[src/mcu_exec_pkg.sv]
package mcu_exec_pkg;
  localparam int DATA_W  = 8;
  localparam int PC_W    = 13;
  localparam int INSTR_W = 14;
  localparam int FADDR_W = 7;
  localparam int BUS_AW  = 4;
  localparam int PLH_W   = 5;
  localparam int EV_W    = 4;
  localparam int CTL_W   = 2;
  localparam int STAT_W  = 3;

  // Core clocks per instruction cycle, one per quadrature phase
  localparam int CLK_PER_CYC = 4;
  localparam logic [1:0] PH_Q1 = 2'h0;
  localparam logic [1:0] PH_Q2 = 2'h1;
  localparam logic [1:0] PH_Q3 = 2'h2;
  localparam logic [1:0] PH_Q4 = 2'h3;

  localparam logic [3:0] REG_W      = 4'h0;
  localparam logic [3:0] REG_STATUS = 4'h1;
  localparam logic [3:0] REG_PLH    = 4'h2;
  localparam logic [3:0] REG_EVT    = 4'h3;
  localparam logic [3:0] REG_MASK   = 4'h4;
  localparam logic [3:0] REG_CTRL   = 4'h5;
  localparam logic [3:0] REG_PCL    = 4'h6;
  localparam logic [3:0] REG_PCH    = 4'h7;

  localparam int ST_C_BIT  = 0;
  localparam int ST_DC_BIT = 1;
  localparam int ST_Z_BIT  = 2;
  localparam int EV_EXT    = 0;
  localparam int EV_SKIP   = 1;
  localparam int EV_BRANCH = 2;
  localparam int EV_ILLEGAL = 3;
  localparam int CTL_RUN   = 0;
  localparam int CTL_EDGE  = 1;
  localparam int DEST_BIT  = 7;

  localparam logic [4:0] OPC_ADD_LIT = 5'h1f;
  localparam logic [5:0] OPC_AND_LIT = 6'h39;
  localparam logic [5:0] OPC_AND_F   = 6'h05;
  localparam logic [5:0] OPC_ADD_F   = 6'h07;
  localparam logic [5:0] OPC_DEC_F   = 6'h0b;
  localparam logic [2:0] OPC_BRANCH  = 3'h5;

  localparam logic [7:0]  RST_W    = 8'h00;
  localparam logic [2:0]  RST_STAT = 3'h0;
  localparam logic [4:0]  RST_PLH  = 5'h00;
  localparam logic [3:0]  RST_EVT  = 4'h0;
  localparam logic [3:0]  RST_MASK = 4'h0;
  localparam logic [1:0]  RST_CTRL = 2'h0;
  localparam logic [12:0] RST_PC   = 13'h0000;
  localparam logic [13:0] RST_IR   = 14'h0000;

  typedef enum logic [2:0] {
    ST_HALT = 3'h1,
    ST_EXEC = 3'h2,
    ST_NOP  = 3'h4
  } exec_state_t;

  typedef enum logic [1:0] {
    ALU_ADD = 2'h0,
    ALU_AND = 2'h1,
    ALU_DEC = 2'h2
  } alu_op_t;
endpackage : mcu_exec_pkg

[src/alu_if.sv]
`timescale 1ns/10ps
`default_nettype none
interface alu_if;
  import mcu_exec_pkg::*;
  logic [7:0] a;
  logic [7:0] b;
  alu_op_t    op;
  logic [7:0] res;
  logic       c;
  logic       dc;
  logic       z;
  modport core (output a, b, op, input res, c, dc, z);
  modport alu  (input a, b, op, output res, c, dc, z);
endinterface : alu_if
`default_nettype wire

[src/exec_alu.sv]
`timescale 1ns/10ps
`default_nettype none
module exec_alu (
  alu_if.alu bus
);
  import mcu_exec_pkg::*;

  logic [8:0] sum9;
  logic [4:0] sum5;

  assign sum9 = {1'b0, bus.a} + {1'b0, bus.b};
  assign sum5 = {1'b0, bus.a[3:0]} + {1'b0, bus.b[3:0]};

  always_comb begin
    bus.res = 8'h00;
    bus.c   = 1'b0;
    bus.dc  = 1'b0;
    case (bus.op)
      ALU_ADD: begin
        bus.res = sum9[7:0];
        bus.c   = sum9[8];
        bus.dc  = sum5[4];
      end
      ALU_AND: begin
        bus.res = bus.a & bus.b;
      end
      ALU_DEC: begin
        bus.res = bus.a - 8'h01;
      end
      default: begin
        bus.res = 8'h00;
      end
    endcase
    bus.z = (bus.res == 8'h00);
  end
endmodule : exec_alu
`default_nettype wire

[src/mcu_exec_core.sv]
// Contract
// - Add literal to W, flags C DC Z
// - AND literal into W, Z only
// - AND W with file to destination, Z
// - Destination bit zero W, one file
// - Add W and file to destination
// - Decrement file, flags untouched
// - Zero decrement result discards prefetch, runs NOP
// - Branch loads PC, upper from latch
// - Edge flag set only in Q4 or Q1
`timescale 1ns/10ps
`default_nettype none
module mcu_exec_core (
  input  wire logic                  i_clk,
  input  wire logic                  i_nrst,
  input  wire logic [3:0]            i_addr,
  input  wire logic [7:0]            i_wdata,
  input  wire logic                  i_wr,
  input  wire logic                  i_rd,
  output logic      [7:0]            o_rdata,
  output logic                       o_irq,
  input  wire logic [13:0]           i_instr,
  output logic      [12:0]           o_pc,
  input  wire logic [7:0]            i_file_rdata,
  output logic      [6:0]            o_file_addr,
  output logic      [7:0]            o_file_wdata,
  output logic                       o_file_we,
  input  wire logic                  i_int_pin
);
  import mcu_exec_pkg::*;

  alu_if alu_bus ();

  exec_alu u_alu (
    .bus (alu_bus.alu)
  );

  logic [1:0]   phase_ff,  nxt_phase;
  exec_state_t  st_ff,     nxt_st;
  logic [13:0]  ir_ff,     nxt_ir;
  logic [12:0]  pc_ff,     nxt_pc;
  logic [7:0]   w_ff,      nxt_w;
  logic [2:0]   stat_ff,   nxt_stat;
  logic [7:0]   opnd_ff,   nxt_opnd;
  logic         skip_ff,   nxt_skip;
  logic [6:0]   faddr_ff,  nxt_faddr;
  logic [7:0]   fwd_ff,    nxt_fwd;
  logic         fwe_ff,    nxt_fwe;
  logic [4:0]   plh_ff,    nxt_plh;
  logic [3:0]   evt_ff,    nxt_evt;
  logic [3:0]   mask_ff,   nxt_mask;
  logic [1:0]   ctrl_ff,   nxt_ctrl;
  logic [7:0]   rdata_ff,  nxt_rdata;
  logic         irq_ff,    nxt_irq;
  logic         pin_s1_ff;
  logic         pin_s2_ff;
  logic         pin_s3_ff;
  logic         pend_ff,   nxt_pend;

  logic         is_addl;
  logic         is_andl;
  logic         is_andf;
  logic         is_addf;
  logic         is_dec;
  logic         is_br;
  logic         is_file;
  logic         exec_q3;
  logic         exec_q4;
  logic         edge_seen;
  logic         ext_set;
  logic [3:0]   set_vec;
  logic [3:0]   clr_vec;
  logic [12:0]  br_target;

  assign is_addl = (ir_ff[13:9] == OPC_ADD_LIT);
  assign is_andl = (ir_ff[13:8] == OPC_AND_LIT);
  assign is_andf = (ir_ff[13:8] == OPC_AND_F);
  assign is_addf = (ir_ff[13:8] == OPC_ADD_F);
  assign is_dec  = (ir_ff[13:8] == OPC_DEC_F);
  assign is_br   = (ir_ff[13:11] == OPC_BRANCH);
  assign is_file = is_andf | is_addf | is_dec;
  assign exec_q3 = (st_ff == ST_EXEC) && (phase_ff == PH_Q3);
  assign exec_q4 = (st_ff == ST_EXEC) && (phase_ff == PH_Q4);
  assign br_target = {plh_ff[4:3], ir_ff[10:0]};

  // Operand steering into the shared ALU
  always_comb begin
    alu_bus.a  = w_ff;
    alu_bus.b  = opnd_ff;
    alu_bus.op = ALU_ADD;
    if (is_addl | is_andl) begin
      alu_bus.b = ir_ff[7:0];
    end
    if (is_andl | is_andf) begin
      alu_bus.op = ALU_AND;
    end
    if (is_dec) begin
      alu_bus.a  = opnd_ff;
      alu_bus.op = ALU_DEC;
    end
  end

  // Execution pipeline: Q2 read file, Q3 write back, Q4 fetch
  always_comb begin
    nxt_phase = phase_ff + 2'h1;
    nxt_st    = st_ff;
    nxt_ir    = ir_ff;
    nxt_pc    = pc_ff;
    nxt_w     = w_ff;
    nxt_stat  = stat_ff;
    nxt_opnd  = opnd_ff;
    nxt_skip  = skip_ff;
    nxt_faddr = ir_ff[6:0];
    nxt_fwd   = fwd_ff;
    nxt_fwe   = 1'b0;
    if (i_wr && (i_addr == REG_W)) begin
      nxt_w = i_wdata;
    end
    if (i_wr && (i_addr == REG_STATUS)) begin
      nxt_stat = i_wdata[2:0];
    end
    case (phase_ff)
      PH_Q2: begin
        if (st_ff == ST_EXEC) begin
          nxt_opnd = i_file_rdata;
        end
      end
      PH_Q3: begin
        nxt_skip = 1'b0;
        if (st_ff == ST_EXEC) begin
          if (is_addl | is_andl) begin
            nxt_w = alu_bus.res;
          end
          if (is_file) begin
            if (ir_ff[DEST_BIT]) begin
              nxt_fwe = 1'b1;
              nxt_fwd = alu_bus.res;
            end else begin
              nxt_w = alu_bus.res;
            end
          end
          if (is_addl | is_addf) begin
            nxt_stat[ST_C_BIT]  = alu_bus.c;
            nxt_stat[ST_DC_BIT] = alu_bus.dc;
          end
          if (is_addl | is_addf | is_andl | is_andf) begin
            nxt_stat[ST_Z_BIT] = alu_bus.z;
          end
          nxt_skip = is_dec & alu_bus.z;
        end
      end
      PH_Q4: begin
        case (st_ff)
          ST_HALT: begin
            if (ctrl_ff[CTL_RUN]) begin
              // Fill cycle only: the held pc is fetched at the
              // end of the NOP cycle, so no word is lost
              nxt_st = ST_NOP;
            end
          end
          ST_EXEC, ST_NOP: begin
            nxt_ir = i_instr;
            nxt_pc = pc_ff + 13'h0001;
            if (!ctrl_ff[CTL_RUN]) begin
              nxt_pc = pc_ff;
              nxt_st = ST_HALT;
            end else if ((st_ff == ST_EXEC) && is_br) begin
              nxt_pc = br_target;
              nxt_st = ST_NOP;
            end else if ((st_ff == ST_EXEC) && skip_ff) begin
              nxt_st = ST_NOP;
            end else begin
              nxt_st = ST_EXEC;
            end
          end
          default: begin
            nxt_st = ST_HALT;
          end
        endcase
      end
      default: begin
        nxt_skip = skip_ff;
      end
    endcase
  end

  always_ff @(posedge i_clk or negedge i_nrst) begin
    if (!i_nrst) begin
      phase_ff <= PH_Q1;
      st_ff    <= ST_HALT;
      ir_ff    <= RST_IR;
      pc_ff    <= RST_PC;
      w_ff     <= RST_W;
      stat_ff  <= RST_STAT;
      opnd_ff  <= 8'h00;
      skip_ff  <= 1'b0;
      faddr_ff <= 7'h00;
      fwd_ff   <= 8'h00;
      fwe_ff   <= 1'b0;
    end else begin
      phase_ff <= nxt_phase;
      st_ff    <= nxt_st;
      ir_ff    <= nxt_ir;
      pc_ff    <= nxt_pc;
      w_ff     <= nxt_w;
      stat_ff  <= nxt_stat;
      opnd_ff  <= nxt_opnd;
      skip_ff  <= nxt_skip;
      faddr_ff <= nxt_faddr;
      fwd_ff   <= nxt_fwd;
      fwe_ff   <= nxt_fwe;
    end
  end

  // Pin synchroniser and edge capture
  assign edge_seen = ctrl_ff[CTL_EDGE] ? (pin_s2_ff & ~pin_s3_ff)
                                       : (~pin_s2_ff & pin_s3_ff);
  assign ext_set = pend_ff &&
                   ((phase_ff == PH_Q4) || (phase_ff == PH_Q1));
  assign set_vec = {exec_q4 & ~(is_addl | is_andl | is_file | is_br),
                    exec_q4 & is_br,
                    exec_q4 & skip_ff,
                    ext_set};
  assign clr_vec = (i_wr && (i_addr == REG_EVT)) ? i_wdata[3:0] : 4'h0;

  always_comb begin
    nxt_plh   = plh_ff;
    nxt_mask  = mask_ff;
    nxt_ctrl  = ctrl_ff;
    nxt_rdata = 8'h00;
    nxt_pend  = edge_seen | (pend_ff & ~ext_set);
    nxt_evt   = (evt_ff & ~clr_vec) | set_vec;
    if (i_wr) begin
      case (i_addr)
        REG_PLH:  nxt_plh  = i_wdata[4:0];
        REG_MASK: nxt_mask = i_wdata[3:0];
        REG_CTRL: nxt_ctrl = i_wdata[1:0];
        default:  nxt_plh  = plh_ff;
      endcase
    end
    if (i_rd) begin
      case (i_addr)
        REG_W:      nxt_rdata = w_ff;
        REG_STATUS: nxt_rdata = {5'h00, stat_ff};
        REG_PLH:    nxt_rdata = {3'h0, plh_ff};
        REG_EVT:    nxt_rdata = {4'h0, evt_ff};
        REG_MASK:   nxt_rdata = {4'h0, mask_ff};
        REG_CTRL:   nxt_rdata = {6'h00, ctrl_ff};
        REG_PCL:    nxt_rdata = pc_ff[7:0];
        REG_PCH:    nxt_rdata = {3'h0, pc_ff[12:8]};
        default:    nxt_rdata = 8'h00;
      endcase
    end
    nxt_irq = |(nxt_evt & nxt_mask);
  end

  always_ff @(posedge i_clk or negedge i_nrst) begin
    if (!i_nrst) begin
      plh_ff    <= RST_PLH;
      evt_ff    <= RST_EVT;
      mask_ff   <= RST_MASK;
      ctrl_ff   <= RST_CTRL;
      rdata_ff  <= 8'h00;
      irq_ff    <= 1'b0;
      pin_s1_ff <= 1'b0;
      pin_s2_ff <= 1'b0;
      pin_s3_ff <= 1'b0;
      pend_ff   <= 1'b0;
    end else begin
      plh_ff    <= nxt_plh;
      evt_ff    <= nxt_evt;
      mask_ff   <= nxt_mask;
      ctrl_ff   <= nxt_ctrl;
      rdata_ff  <= nxt_rdata;
      irq_ff    <= nxt_irq;
      pin_s1_ff <= i_int_pin;
      pin_s2_ff <= pin_s1_ff;
      pin_s3_ff <= pin_s2_ff;
      pend_ff   <= nxt_pend;
    end
  end

  assign o_rdata      = rdata_ff;
  assign o_irq        = irq_ff;
  assign o_pc         = pc_ff;
  assign o_file_addr  = faddr_ff;
  assign o_file_wdata = fwd_ff;
  assign o_file_we    = fwe_ff;

  localparam int SKIP_MIN = 1;
  localparam int SKIP_MAX = 3;

  logic [8:0] chk_sum9;
  logic [4:0] chk_sum5;
  assign chk_sum9 = {1'b0, w_ff} + {1'b0, opnd_ff};
  assign chk_sum5 = {1'b0, w_ff[3:0]} + {1'b0, opnd_ff[3:0]};
endmodule : mcu_exec_core
`default_nettype wire

[config.mk]
export PLATFORM = sky130hd
export DESIGN_NAME = mcu_exec_core
export DESIGN_NICKNAME = d
export VERILOG_FILES = /design/src/mcu_exec_pkg.sv /design/src/alu_if.sv /design/src/exec_alu.sv /design/src/mcu_exec_core.sv
export SDC_FILE = /design/constraint.sdc
export NUM_CORES = 1
export LEC_CHECK = 0
export ABC_AREA = 0
export BUFFER_PORTS_ARGS = -buffer_cell sky130_fd_sc_hd__clkbuf_2
export CAP_MARGIN = 20
export CORE_MARGIN = 2
export CORE_UTILIZATION = 50
export DETAILED_ROUTE_END_ITERATION = 16
export PLACE_DENSITY_LB_ADDON = 0.1
export SYNTH_ARGS = -nofsm -noshare
export SYNTH_HDL_FRONTEND = slang
export SYNTH_HIERARCHICAL = 1
export SYNTH_SLANG_ARGS = --single-unit
[constraint.sdc]
create_clock -name i_clk -period 3.3 [get_ports i_clk]
set_input_delay 0.33 -clock i_clk [delete_from_list [all_inputs] [get_ports i_clk]]
set_output_delay 0.33 -clock i_clk [all_outputs]
set_load 0.05 [all_outputs]
[After elaboration in Yosys (flattened, before gate mapping)]
Cells that the tools add are included.
Operators by class
  bitwise gates (word level): 26
  muxes and demuxes: 35
  reductions and logical operators: 21
  eq/ne operators: 22
  add/sub/neg operators: 5
Operators with widths (count)
  2-to-1 mux 8 bit: 9
  case mux 8 bit (8 select lines): 1
  case mux 8 bit (3 select lines): 1
  2-to-1 mux 3 bit: 7
  equality test 4 x 3 -> 1 bit, second input constant: 4
  adder 13 x 1 -> 13 bit, second input constant: 1
  2-to-1 mux 13 bit: 1
  equality test 6 x 3 -> 1 bit, second input constant: 2
  2-to-1 mux 4 bit: 3
  2-to-1 mux 1 bit: 10
  bitwise OR 1 bit: 10
  AND reduction 2 bit: 5
  adder 8 x 8 -> 9 bit: 1
  bitwise AND 4 bit: 2
  bitwise AND 8 bit: 1
  equality test 4 x 2 -> 1 bit, second input constant: 2
  zero test 8 bit: 1
  subtractor 8 x 1 -> 8 bit, second input constant: 1
  bitwise AND 1 bit: 7
  logical AND 1 bit: 7
  equality test 2 bit, second input constant: 3
  equality test 3 bit, second input constant: 2
  equality test 6 x 4 -> 1 bit, second input constant: 1
  equality test 6 bit, second input constant: 1
  20 further kinds: 26
Storage, ports and cells
  input port bits: 39
  register bits after elaboration: 96

[Logic depth before layout (Yosys ltp)]
Gate-level depths: netlist of the first run.
  word-level depth: 11
  depth in mapped cells: 15
  mapped depth without buffers: 14

[Cells and area by module]
Netlist of the first run, hierarchy kept.
Modules (own cells, without submodules)
  mcu_exec_core: cells each 418, area each 4782.1 um^2, seq. area each 2403.6 um^2, instances 1
  exec_alu: cells each 98, area each 742.0 um^2, seq. area each 0.0 um^2, instances 1

[Worst setup path before layout of the first run]
No wires, ideal clock.
  kind: register to register
  start point: reg ir_ff[12]
  end point: reg stat_ff[2]
  setup slack: -0.308 ns
  data required time: 3.218 ns
  setup time: 0.082 ns
  arrival time: 3.526 ns
  period minus slack after synthesis: 3.608 ns
  cell stages (with the launch flop): 14
  cell sequence: dfrtp_1 -> or3b_4 -> nor2_2 -> mux2_2 -> ha_1 -> fa_1 -> a211oi_1 -> nor2_1 -> mux2i_1 -> o21bai_1 -> a22oi_2 -> nor4_2 -> a21oi_1 -> a31oi_1
On the way
  elaborated cells on any way between the ends: 25
RTL lines
  from (decl): line mcu_exec_core.sv:40  | logic [13:0] ir_ff, nxt_ir;
  from (signal assigned): line mcu_exec_core.sv:203  | ir_ff <= nxt_ir;
  equality test 6 x 4 -> 1 bit *: line mcu_exec_core.sv:79  | assign is_dec = (ir_ff[13:8] == OPC_DEC_F);
  2-to-1 mux 2 bit *: line mcu_exec_core.sv:97  | if (is_dec) begin
  named net alu_bus.op[1]: line alu_if.sv:7  | alu_op_t op;
  equality test 2 bit, or another cell as far along: line exec_alu.sv:18  | case (bus.op)
  case mux 8 bit (3 select lines) *: line exec_alu.sv:18
  named net alu_bus.res[6]: line alu_if.sv:8  | logic [7:0] res;
  zero test 8 bit *: line exec_alu.sv:34  | bus.z = (bus.res == 8'h00);
  named net alu_bus.z: line alu_if.sv:11  | logic z;
  2-to-1 mux 1 bit *: line mcu_exec_core.sv:146  | if (is_addl | is_addf | is_andl | is_andf) begin
  2-to-1 mux 3 bit *: line mcu_exec_core.sv:130  | if (st_ff == ST_EXEC) begin
  2-to-1 mux 3 bit *: line mcu_exec_core.sv:122  | case (phase_ff)
  named net nxt_stat[2]: line mcu_exec_core.sv:43  | logic [2:0] stat_ff, nxt_stat;
  to (signal assigned): line mcu_exec_core.sv:206  | stat_ff <= nxt_stat;
  to (decl): line mcu_exec_core.sv:43
The timed path passes the listed nets; every way through them passes the cells marked *.
A chain may end at the register's enable or synchronous reset.

[Worst setup path in the final report of the first run]
  start point: reg ir_ff[13]
  end point: reg stat_ff[2]
On the way
  elaborated cells on any way between the ends: 25
RTL lines (line)
  equality test 6 x 4 -> 1 bit *: mcu_exec_core.sv:79
  2-to-1 mux 2 bit *: mcu_exec_core.sv:97
  named net alu_bus.op[1]: alu_if.sv:7
  equality test 2 bit, or another cell as far along: exec_alu.sv:18
  case mux 8 bit (3 select lines) *: exec_alu.sv:18
  zero test 8 bit *: exec_alu.sv:34
  named net alu_bus.z: alu_if.sv:11
  2-to-1 mux 1 bit *: mcu_exec_core.sv:146
  2-to-1 mux 3 bit *: mcu_exec_core.sv:130
  2-to-1 mux 3 bit *: mcu_exec_core.sv:122
  named net nxt_stat[2]: mcu_exec_core.sv:43
Marked as above.

==> results.py, run 1 <==
metrics = {
    "clocking": {
        "clk-insertion-delay-late_ns": 0.38,
        "cts-buffers-inserted": 9,
        "clock_tree.buffer_depth": 2,
        "cts_tree": "done",
        "tritoncts_sink_count": 96,
        "worst_path_clk_slew_ns": 0.09,
        "deepest_level_of_the_cts_h_tree": 3,
        "clk_root_buffer_cell": "sky130_fd_sc_hd__clkbuf_8",
    },
    "layout": {
        "multi_input_comb_area_um2": 3070,
        "final_common_cell": "sky130_fd_sc_hd__dfrtp_1",
        "area_growth_from_synthesis_to_final_layout_pct": 20.5,
        "commonest_cells_after_routing_fill_and_taps_aside": "sky130_fd_sc_hd__dfrtp_1, sky130_fd_sc_hd__clkbuf_2, sky130_fd_sc_hd__mux2_2, sky130_fd_sc_hd__buf_4, sky130_fd_sc_hd__nand2_1",
        "layout.area.seq_um2": 2400,
        "fin_nets": 681,
        "n_fill_cell": 906,
        "num_antenna_cells": 0,
        "final_cell_area_um2": 6660,
        "final_layout_size_suffix_gt1_share_pct": 40.8,
    },
    "timing": {
        "timing.fmax_mhz": 303,
        "setup-violations-final": 0,
        "drv_slew": 0,
        "grt_setup_unrepaired": "true",
        "post-route-period-util_pct": 99.9,
        "period_needed_ns": 3.30,
        "clock-skew-final_ns": 0.00966,
        "hold_viol_final": 0,
        "slew_headroom_pct": 51.9,
        "worst-slew-pin-transition_ns": 0.720,
    },
    "detailed_routing": {
        "drt_wl_total_mm": 14.7,
        "residual_drc_count": 0,
        "vias": 4410,
        "routed_via_density": 5.71,
        "post_drt_wl_per_cell_um": 19.0,
        "drt-initial-drc-count": 266,
        "final_antenna_net_count": 0,
        "drt-pass1-iter-count": 5,
    },
    "synth": {
        "yosysWarnings": 6,
        "yosysTopAreaCellShare_pct": 43.0,
        "synth_sequential_area_ratio_pct": 43.5,
        "post-synth-top-area-cell": "sky130_fd_sc_hd__dfrtp_1",
        "post_synth_edffs": 0,
        "synth.area.top_cells": "sky130_fd_sc_hd__dfrtp_1, sky130_fd_sc_hd__mux2_2, sky130_fd_sc_hd__ha_1, sky130_fd_sc_hd__nand2_1, sky130_fd_sc_hd__o21ai_0",
        "synth_top_flop_cell": "sky130_fd_sc_hd__dfrtp_1",
        "synth_cell_type_count": 77,
        "syn_area_per_cell_um2": 10.7,
        "ys_ff_latch": 96,
        "asyncSetResetFlopFracSynth_pct": 100,
        "synth.cell_area_um2": 5520,
        "synth_fp_nets": 569,
        "syn-instance-count": 516,
    },
    "power": {
        "sequentialPowerShare_pct": 44.3,
        "power_density_nw_per_um2": 531,
        "netSwitchingPower_mw": 1.27,
        "vdd_drop_max_mv": 0.334,
        "power.switching_fraction_pct": 35.9,
        "leakagePower_nw": 3.10,
        "finalPower_mw": 3.54,
        "clockPowerShare_pct": 21.0,
        "p_comb_share_pct": 34.7,
        "internal-power_mw": 2.27,
    },
    "floorplanning": {
        "die_area_um2": 11900,
        "io-pin-count": 77,
        "std_cell_rows": 38,
        "die_h_um": 109,
        "dieWidth_um": 109,
        "starting_density_of_the_core_pct": 51.2,
        "core_area_um2": 10800,
    },
    "place": {
        "post_dp_cell_area_um2": 6200,
        "place_congestion": 0.884,
        "placement.io_buffers": 76,
        "dp_hpwl_mm": 10.9,
    },
    "setup_path": {
        "worstSetupPathType": "flop to flop",
        "path_delay_family": "simple AND/OR/NAND/NOR gates",
        "critPathMaxFanout": 4,
        "arrival_ns": 3.60,
        "critical_path_required_ns": 3.60,
        "path_cells": "or3b_4 > nor2_4 > mux2_4 > buf_4 > fa_2 > a211oi_2 > buf_4 > o21bai_1 > a21o_2 > nand4b_1 > nor4_4 > a21oi_1 > a31oi_1",
        "critPathMostFrequentCell": "sky130_fd_sc_hd__buf_4",
        "category_of_the_worst_setup_path_launch_point": "flop",
        "cp.buffers_inverters": 2,
        "worst_path_max_delay_cell": "sky130_fd_sc_hd__or3b_4",
        "critical_path.max_stage_delay_ns": 0.42,
        "timing.critical_path.to_type": "flop",
    },
    "run": {
        "max_cap_viol_count": 0,
    },
    "grt": {
        "gr-total-overflow": 0,
        "grt_first_pass_wirelength_mm": 22.8,
        "first_global_vias": 4307,
        "grtUsageTotal_pct": 25.7,
        "pin_count_of_the_biggest_net_entering_global_routing": 50,
        "grt_antenna_before_repair": 0,
    },
    "worst_hold_path": {
        "hold_path.class": "input pin to flop",
    },
    "outcome": {
        "status": "finished clean",
    },
}
==> layer usage <==
metal / global-route usage (%) / routed length (µm) / part of all wire, %
met3: 4.84 / 700 / 4.8
met1: 34.7 / 6610 / 45
met4: 9.62 / 316 / 2.2
met2: 41.2 / 7030 / 48
met5: 0 / 0 / 0
==> metrics by stage <==
stage	util [%]	setup TNS, ns	hold slack (ns)	std cells	worst slack (ns)
after floorplan	-	0	0.0344	516	0.0243
after global placement	57.4	0	0.332	744	0.0266
after detailed placement	57.4	-0.0561	0.337	744	-0.0292
after CTS	59.4	0	0.0322	762	0.00223
after global routing	61.7	-0.538	0.0333	773	-0.195
final	61.7	0	0.0536	773	0.00228
==> registers in the layout, summed over array words and instances, names as in the netlist, 5 cells and up <==
name          cells
ir_ff            14
o_pc             13
o_file_wdata      8
o_rdata           8
opnd_ff           8
w_ff              8
o_file_addr       7
plh_ff            5
==> worst paths after layout <==
kind | from | end | cells past startpoint | slack, ns
worst max-delay path | ir_ff[13]$_DFFE_PN0P_ | stat_ff[2]$_DFF_PN0_ | 13 | 0.002
worst min-delay path | i_int_pin | pin_s1_ff$_DFF_PN0_ | 1 | 0.05
worst max register to register | ir_ff[13]$_DFFE_PN0P_ | stat_ff[2]$_DFF_PN0_ | 13 | 0.002
worst min register to register | pin_s1_ff$_DFF_PN0_ | pin_s2_ff$_DFF_PN0_ | 0 | 0.36
max in group asynchronous | i_nrst | o_file_addr[3]$_DFF_PN0_ | 3 | 1.95
min in group asynchronous | i_nrst | ir_ff[11]$_DFFE_PN0P_ | 2 | 0.52
==> worst reg2reg max path, delay by kind of cell, from the launching register on <==
family                   cells  cell delay [ns]
buffers and inverters        2             0.32
AO/OA/AOI/OAI                5             0.78
adder cells (fa/ha/maj)      1             0.38
flip-flops                   1             0.39
multiplexers                 1             0.34
AND/OR/NAND/NOR              4             1.02
==> what timing repair did <==
action,in CTS,in global routing
gates resized for setup,4,28
cloned,0,0
pin swaps,5,15
hold endpoints to repair,46,0
setup buffers,1,11
hold buffers,1,0
endpoints found under the setup margin,2,7
==> area by class of cell <==
type	instances	area share (%)
Multi-Input combinational cell	379	46.1
Sequential cell	96	36.1
Timing Repair Buffer	125	11.4
Tap cell	140	2.63
Clock buffer	12	2.33
Inverter	17	0.959
Clock inverter	4	0.395
==> kinds of logic after synthesis <==
logic type	after synthesis	synth area share, %
buffers and inverters	41	4.26
AOI/OAI and AO/OA	107	13.0
DFF	96	43.5
and+or+nand+nor	155	15.1
adders and majority gates	14	3.31
xor gates and xnor gates	10	1.59
muxes	93	19.3
==> power groups by stage <==
stage                     registers, mW  clock network, mW  logic [mW]
final                              1.57              0.742        1.23
after global routing               1.59              0.810        1.33
after CTS                          1.56              0.764        1.13
after detailed placement           1.59                  0        1.10
after global placement             1.58                  0        1.08
after floorplan                    1.65                  0       0.612
==> synth_stat cells (all sizes together), types with 3 or more instances <==
cell type and count:
xor2 3, mux2 82, inv 17, and2b 3, a211oi 4, nand2 43
a21oi 26, nand2b 9, nand3 15, o21ai 32, and2 3, nor2b 5
nor4 5, dfrtp 95, clkbuf 12, mux2i 11, o221ai 3, buf 11
xnor2 7, nor2 38, nor3b 3, nor3 10, o22ai 5, ha 13
nand4 4, o21bai 3, a221o 4, a22oi 7
(Power assumes the default switching activity.)
==> run 2, diff against run 1 <==
--- a/config.mk
+++ b/config.mk
@@ -14,5 +14,4 @@
 export PLACE_DENSITY_LB_ADDON = 0.1
 export SYNTH_ARGS = -nofsm -noshare
 export SYNTH_HDL_FRONTEND = slang
-export SYNTH_HIERARCHICAL = 1
 export SYNTH_SLANG_ARGS = --single-unit
==> run 2 against run 1 <==
Net effect:
- the run now ends with setup timing left
- area after synthesis is 2.5% lower
- clock power hardly changed
- setup slack worse by 0.0079 ns
- maximum frequency is 0.24% lower
- final cell count is 1.9% higher
- core utilization is 0.26 points higher
- first-iteration DRC count is 35% higher
- largest power group unchanged
- clock-buffer cell count stayed put
- sequential share of layout area is 1.3 points higher
- total power is 3.5% higher
==> results.py, run 2 <==
metrics = {
    "setup_path": {
        "critical_path.max_stage_delay_ns": 0.43,
        "path_cells": "or3b_4 > a21oi_4 > mux2_4 > ha_4 > and3_1 > nand4_1 > a31oi_2 > or4_1 > a31oi_2 > o211a_1 > nand4_1 > o31ai_2",
        "worst_r2r_endpoint": "stat_ff[2]$_DFF_PN0_",
        "reg2reg_slack_ns": -0.006,
        "category_of_the_worst_setup_path_launch_point": "flop",
        "worstSetupPathType": "flop to flop",
        "arrival_ns": 3.60,
        "worstReg2RegStart": "ir_ff[10]$_DFFE_PN0P_",
        "critical_path_required_ns": 3.60,
        "worst_path_max_delay_cell": "sky130_fd_sc_hd__or3b_4",
        "critPathMaxFanout": 5,
        "reg2regPathDepth": 12,
        "timing.critical_path.to_type": "flop",
    },
    "timing": {
        "clock-skew-final_ns": 0.0143,
        "drv_slew": 0,
        "timing.fmax_mhz": 303,
        "fin_worst_setup_slack_ns": -0.00567,
        "period_needed_ns": 3.31,
        "slew_headroom_pct": 34.8,
        "worst-slew-pin-transition_ns": 0.976,
        "hold_viol_final": 0,
        "post-route-period-util_pct": 100,
        "grt_setup_unrepaired": "true",
        "setup-violations-final": 1,
    },
    "power": {
        "clockPowerShare_pct": 20.3,
        "vdd_drop_max_mv": 0.359,
        "finalPower_mw": 3.66,
        "leakagePower_nw": 2.96,
        "sequentialPowerShare_pct": 44.3,
        "power_density_nw_per_um2": 570,
        "netSwitchingPower_mw": 1.39,
        "internal-power_mw": 2.27,
        "power.switching_fraction_pct": 38.0,
        "p_comb_share_pct": 35.5,
    },
    "outcome": {
        "violations": "setup timing",
        "status": "finished, violations left",
    },
    "grt": {
        "gr-total-overflow": 0,
        "grtUsageTotal_pct": 26.7,
        "first_global_vias": 4413,
        "pin_count_of_the_biggest_net_entering_global_routing": 55,
        "grt_antenna_before_repair": 0,
        "grt_first_pass_wirelength_mm": 23.4,
    },
    "clocking": {
        "clk_root_buffer_cell": "sky130_fd_sc_hd__clkbuf_8",
        "deepest_level_of_the_cts_h_tree": 3,
        "tritoncts_sink_count": 96,
        "clk-insertion-delay-late_ns": 0.39,
        "worst_path_clk_slew_ns": 0.10,
        "cts_tree": "done",
        "cts-buffers-inserted": 9,
        "clock_tree.buffer_depth": 2,
    },
    "synth": {
        "synth_fp_nets": 604,
        "synth.cell_area_um2": 5390,
        "asyncSetResetFlopFracSynth_pct": 100,
        "syn-instance-count": 553,
        "post-synth-top-area-cell": "sky130_fd_sc_hd__dfrtp_1",
        "synth_sequential_area_ratio_pct": 44.6,
        "synth_cell_type_count": 72,
        "synth_top_flop_cell": "sky130_fd_sc_hd__dfrtp_1",
        "synth.area.top_cells": "sky130_fd_sc_hd__dfrtp_1, sky130_fd_sc_hd__mux2_2, sky130_fd_sc_hd__nand2_1, sky130_fd_sc_hd__o21ai_0, sky130_fd_sc_hd__a21oi_1",
        "synth_top_cells_by_count": "sky130_fd_sc_hd__dfrtp_1, sky130_fd_sc_hd__nand2_1, sky130_fd_sc_hd__mux2_2",
        "ys_ff_latch": 96,
        "post_synth_edffs": 0,
        "syn_area_per_cell_um2": 9.74,
        "yosysWarnings": 0,
        "synth.most_common_cell": "sky130_fd_sc_hd__dfrtp_1",
        "yosysTopAreaCellShare_pct": 44.1,
    },
    "detailed_routing": {
        "post_drt_wl_per_cell_um": 18.5,
        "residual_drc_count": 0,
        "routed_via_density": 5.94,
        "drt-pass1-iter-count": 5,
        "vias": 4680,
        "final_antenna_net_count": 0,
        "drt-initial-drc-count": 358,
        "drt_wl_total_mm": 14.6,
    },
    "layout": {
        "largest_register_ff_count": 14,
        "area_growth_from_synthesis_to_final_layout_pct": 19.3,
        "registers.top_by_ff_count": "ir_ff",
        "commonest_cells_after_routing_fill_and_taps_aside": "sky130_fd_sc_hd__dfrtp_1, sky130_fd_sc_hd__clkbuf_2, sky130_fd_sc_hd__nand2_1, sky130_fd_sc_hd__mux2_2, sky130_fd_sc_hd__o21ai_0",
        "multi_input_comb_area_um2": 2940,
        "instances_no_fill": 788,
        "num_antenna_cells": 0,
        "fin_nets": 698,
        "n_fill_cell": 919,
        "layout.area.seq_um2": 2400,
        "final_common_cell": "sky130_fd_sc_hd__dfrtp_1",
        "final_cell_area_um2": 6420,
        "final_layout_size_suffix_gt1_share_pct": 32.4,
    },
    "worst_hold_path": {
        "hold_path.class": "input pin to flop",
        "min_path_cells": 1,
        "hp-start": "i_int_pin",
        "holdPathEnd": "pin_s1_ff$_DFF_PN0_",
    },
    "floorplanning": {
        "std_cell_rows": 37,
        "die_h_um": 108,
        "dieWidth_um": 108,
        "die_area_um2": 11600,
        "starting_density_of_the_core_pct": 51.9,
        "core_area_um2": 10400,
        "io-pin-count": 77,
    },
    "place": {
        "post_dp_cell_area_um2": 6050,
        "placedCellCount": 764,
        "place_congestion": 0.907,
        "dp_hpwl_mm": 11.0,
        "placement.io_buffers": 76,
    },
    "run": {
        "max_cap_viol_count": 0,
    },
}
-- run 2: cell types whose count changed after synthesis, moves of 4 or more --
cell,previous run,this run
sky130_fd_sc_hd__a221oi_1,1,6
sky130_fd_sc_hd__a21oi_1,25,31
sky130_fd_sc_hd__nor3_1,10,6
sky130_fd_sc_hd__o21a_1,1,7
sky130_fd_sc_hd__clkbuf_1,11,22
sky130_fd_sc_hd__nand2_1,42,70
sky130_fd_sc_hd__mux2_2,69,50
sky130_fd_sc_hd__nand3_1,13,18
sky130_fd_sc_hd__inv_1,17,22
sky130_fd_sc_hd__mux2_4,8,0
sky130_fd_sc_hd__mux2_1,5,0
sky130_fd_sc_hd__o21ai_0,28,41
sky130_fd_sc_hd__and3_1,2,9
-- run 2: critical path, delay by kind of cell (launching register included) --
kind	cells	cell delay (ns)
simple gates	5	1.33
compound gates	5	0.98
flops	1	0.39
mux	1	0.33
fa+ha+maj	1	0.19
-- run 2: power groups by stage --
| stage | combinational [mW] | sequential (mW) | clock [mW] |
|---|---|---|---|
| finish | 1.30 | 1.62 | 0.742 |
| global placement | 1.16 | 1.64 | 0 |
| global route | 1.41 | 1.65 | 0.804 |
| detailed placement | 1.18 | 1.64 | 0 |
| CTS | 1.19 | 1.62 | 0.754 |
| floorplan | 0.682 | 1.70 | 0 |
-- run 2: routing by layer --
metal / track usage (%) / share of wire, % / vias to the layer above
met4: 10.8 / 3.2 / 0
met5: 0 / 0 / -
met3: 4.78 / 5.8 / 31
met1: 37.3 / 45 / 2291
li1: - / - / 2209
met2: 41.1 / 46 / 149
-- run 2: repair_timing --
item / in CTS / in global routing
buffers inserted: 0 / 7
pin swaps: 0 / 16
endpoints found under the setup margin: 1 / 8
hold endpoints to repair: 19 / 0
hold buffers: 1 / 0
resized for setup: 3 / 23
-- run 2: cell type report --
class	instances	area share, %
clock buffers	12	2.42
multi-input cells	408	45.7
repair buffers	110	10.0
flip-flops and latches	96	37.4
well taps	136	2.65
clock inverters	4	0.448
inverters	22	1.29
-- run 2: logic make-up after synthesis --
kind of cell | count (synthesis) | synth area share, %
AND/OR/NAND/NOR | 182 | 16.3
buffers and inverters | 49 | 3.72
multiplexers | 61 | 13.0
AO/OA/AOI/OAI | 144 | 18.1
adder cells (fa/ha/maj) | 12 | 2.79
flip-flops | 96 | 44.6
XOR/XNOR | 9 | 1.46
-- run 2: metrics by stage --
stage | setup WS, ns | util, % | TNS [ns] | hold WS (ns)
2_1_floorplan | 0.00619 | - | 0 | 0.0344
3_3_place_gp | 0.0443 | 58.3 | 0 | 0.336
3_5_place_dp | -0.0250 | 58.3 | -0.0250 | 0.335
4_1_cts | 0.0150 | 60.3 | 0 | 0.0344
5_1_grt | -0.0987 | 61.9 | -0.162 | 0.0443
6_report | -0.00567 | 61.9 | -0.00567 | 0.0497
-- run 2: how the worst max path moves through the flow --
stage / cells after the start / start / slack, ns / end
final: 12 / ir_ff[10]$_DFFE_PN0P_ / -0.006 / stat_ff[2]$_DFF_PN0_
after global routing: 13 / ir_ff[10]$_DFFE_PN0P_ / -0.1 / stat_ff[2]$_DFF_PN0_
after CTS: 15 / ir_ff[10]$_DFFE_PN0P_ / 0.02 / stat_ff[2]$_DFF_PN0_
after detailed placement: 12 / ir_ff[9]$_DFFE_PN0P_ / -0.03 / stat_ff[2]$_DFF_PN0_
after global placement: 12 / ir_ff[9]$_DFFE_PN0P_ / 0.04 / stat_ff[2]$_DFF_PN0_
after floorplan: 14 / ir_ff[9]$_DFFE_PN0P_ / 0.006 / stat_ff[2]$_DFF_PN0_
==> run 3, diff against run 2 <==
==> constraint.sdc (replaced) <==
create_clock -name i_clk -period 3.59 [get_ports i_clk]
set_input_delay 0.359 -clock i_clk [delete_from_list [all_inputs] [get_ports i_clk]]
set_output_delay 0.359 -clock i_clk [all_outputs]
set_load 0.05 [all_outputs]
==> run 3 against run 2 <==
Net effect:
- the run now ends clean
- final area decreased by 2.6%
- clock power increased by 0.8%
- worst hold slack improved by 0.035 ns
- largest power group unchanged
==> results.py, run 3 (synthesis gave the netlist of run 2 again) <==
metrics = {
    "outcome": {
        "status": "finished clean",
    },
    "grt": {
        "gr-total-overflow": 0,
        "first_global_vias": 4515,
        "grt_first_pass_wirelength_mm": 23.5,
        "grtUsageTotal_pct": 26.3,
        "grt_antenna_before_repair": 0,
        "pin_count_of_the_biggest_net_entering_global_routing": 81,
    },
    "setup_path": {
        "critical_path_required_ns": 3.88,
        "path_cells": "or3b_1 > buf_4 > a211o_4 > nand2_1 > ha_1 > a31o_1 > or4_1 > a31oi_1 > o211a_1 > nand4_1 > o31ai_2",
        "path_delay_family": "compound AO/OA/AOI/OAI gates",
        "worst_path_max_delay_cell": "sky130_fd_sc_hd__dfrtp_2",
        "cp.buffers_inverters": 1,
        "timing.critical_path.to_type": "flop",
        "critical_path.max_stage_delay_ns": 0.46,
        "arrival_ns": 3.77,
        "category_of_the_worst_setup_path_launch_point": "flop",
        "worstSetupPathType": "flop to flop",
        "critPathMaxFanout": 7,
    },
    "place": {
        "post-place-ws_ns": -0.00402,
        "dp_hpwl_mm": 10.5,
        "place_congestion": 0.893,
        "placedCellCount": 753,
        "post_dp_cell_area_um2": 5940,
        "placement.io_buffers": 76,
    },
    "timing": {
        "period_needed_ns": 3.47,
        "worst-slew-pin-transition_ns": 0.986,
        "grt_setup_unrepaired": "true",
        "fin_worst_setup_slack_ns": 0.116,
        "hold_viol_final": 0,
        "post-route-period-util_pct": 96.8,
        "hold_slack_ns": 0.0849,
        "setup-violations-final": 0,
        "clock-skew-final_ns": 0.00766,
        "slew_headroom_pct": 34.1,
        "timing.fmax_mhz": 288,
        "drv_slew": 0,
    },
    "layout": {
        "commonest_cells_after_routing_fill_and_taps_aside": "sky130_fd_sc_hd__dfrtp_1, sky130_fd_sc_hd__clkbuf_2, sky130_fd_sc_hd__nand2_1, sky130_fd_sc_hd__mux2_2, sky130_fd_sc_hd__o21ai_0",
        "num_antenna_cells": 0,
        "fin_nets": 683,
        "n_fill_cell": 928,
        "final_cell_area_um2": 6260,
        "largest_register_ff_count": 14,
        "fin_util_pct": 60.4,
        "final_common_cell": "sky130_fd_sc_hd__dfrtp_1",
        "instances_no_fill": 773,
        "area_growth_from_synthesis_to_final_layout_pct": 16.2,
        "registers.top_by_ff_count": "ir_ff",
        "final_layout_size_suffix_gt1_share_pct": 28.9,
    },
    "floorplanning": {
        "die_area_um2": 11600,
        "die_h_um": 108,
        "starting_density_of_the_core_pct": 51.9,
        "std_cell_rows": 37,
        "io-pin-count": 77,
        "dieWidth_um": 108,
        "core_area_um2": 10400,
    },
    "clocking": {
        "worst_path_clk_slew_ns": 0.09,
        "clock_tree.buffer_depth": 2,
        "deepest_level_of_the_cts_h_tree": 3,
        "cts-buffers-inserted": 9,
        "clk-insertion-delay-late_ns": 0.37,
        "cts_tree": "done",
        "tritoncts_sink_count": 96,
        "clk_root_buffer_cell": "sky130_fd_sc_hd__clkbuf_8",
    },
    "detailed_routing": {
        "final_antenna_net_count": 0,
        "routed_via_density": 5.99,
        "residual_drc_count": 0,
        "post_drt_wl_per_cell_um": 18.4,
        "drt-initial-drc-count": 251,
        "drt_wl_total_mm": 14.3,
        "vias": 4632,
        "drt-pass1-iter-count": 5,
    },
    "run": {
        "max_cap_viol_count": 0,
    },
    "power": {
        "vdd_drop_max_mv": 0.358,
        "power_density_nw_per_um2": 532,
        "leakagePower_nw": 2.90,
    },
    "worst_hold_path": {
        "hold_path.class": "input pin to flop",
    },
}
[run 3: area by class of cell]
cell class,instances,area (µm²),share of cell area (%)
well taps,136,170,2.72
multi-input cells,408,2850,45.5
clock inverters,4,51.3,0.820
flip-flops and latches,96,2410,38.4
clock buffers,12,155,2.48
repair buffers,95,546,8.72
inverters,22,82.6,1.32
[run 3: what timing repair did]
item	CTS	global route
gates cloned	0	0
endpoints found under the hold margin	0	5
gates resized for setup	1	13
hold buffers	0	1
pin swaps	0	4
buffers inserted	0	1
setup endpoints to repair	1	6
[run 3: power by group]
part	internal (mW)	switching [mW]	total, mW	leakage, nW
registers	1.28	0.249	1.53	1.23
logic	0.435	0.618	1.05	1.57
clock network	0.362	0.386	0.748	0.103
total	2.08	1.25	3.33	2.90
[run 3: worst paths after layout]
| path | slack, ns | depth (start not counted) | end | from |
|---|---|---|---|---|
| max | 0.12 | 11 | stat_ff[2]$_DFF_PN0_ | ir_ff[10]$_DFFE_PN0P_ |
| min | 0.08 | 1 | pin_s1_ff$_DFF_PN0_ | i_int_pin |
| max reg2reg | 0.12 | 11 | stat_ff[2]$_DFF_PN0_ | ir_ff[10]$_DFFE_PN0P_ |
| min reg2reg | 0.37 | 0 | pin_s2_ff$_DFF_PN0_ | pin_s1_ff$_DFF_PN0_ |
| max in group asynchronous | 2.45 | 4 | ir_ff[10]$_DFFE_PN0P_ | i_nrst |
| min in group asynchronous | 0.33 | 2 | o_file_addr[3]$_DFF_PN0_ | i_nrst |
[run 3: worst register-to-register path, delay by kind of cell (launching register included)]
family	cells	cell delay, ns
flip-flops	1	0.46
AND/OR/NAND/NOR	4	1.12
buffers and inverters	1	0.18
adder cells (fa/ha/maj)	1	0.26
AO/OA/AOI/OAI	5	1.35
[run 3: stage by stage]
| stage | setup TNS, ns | power (mW) |
|---|---|---|
| CTS | 0 | 3.29 |
| finish | 0 | 3.33 |
| global route | -0.0830 | 3.51 |
| global placement | 0 | 2.51 |
| detailed placement | -0.00402 | 2.54 |
| floorplan | 0 | 2.18 |
[run 3: metal layers]
layer | track usage [%] | wire (µm)
met5 | 0 | 0
met4 | 8.97 | 328
met3 | 4.48 | 753
met2 | 41.2 | 6540
met1 | 36.9 | 6640
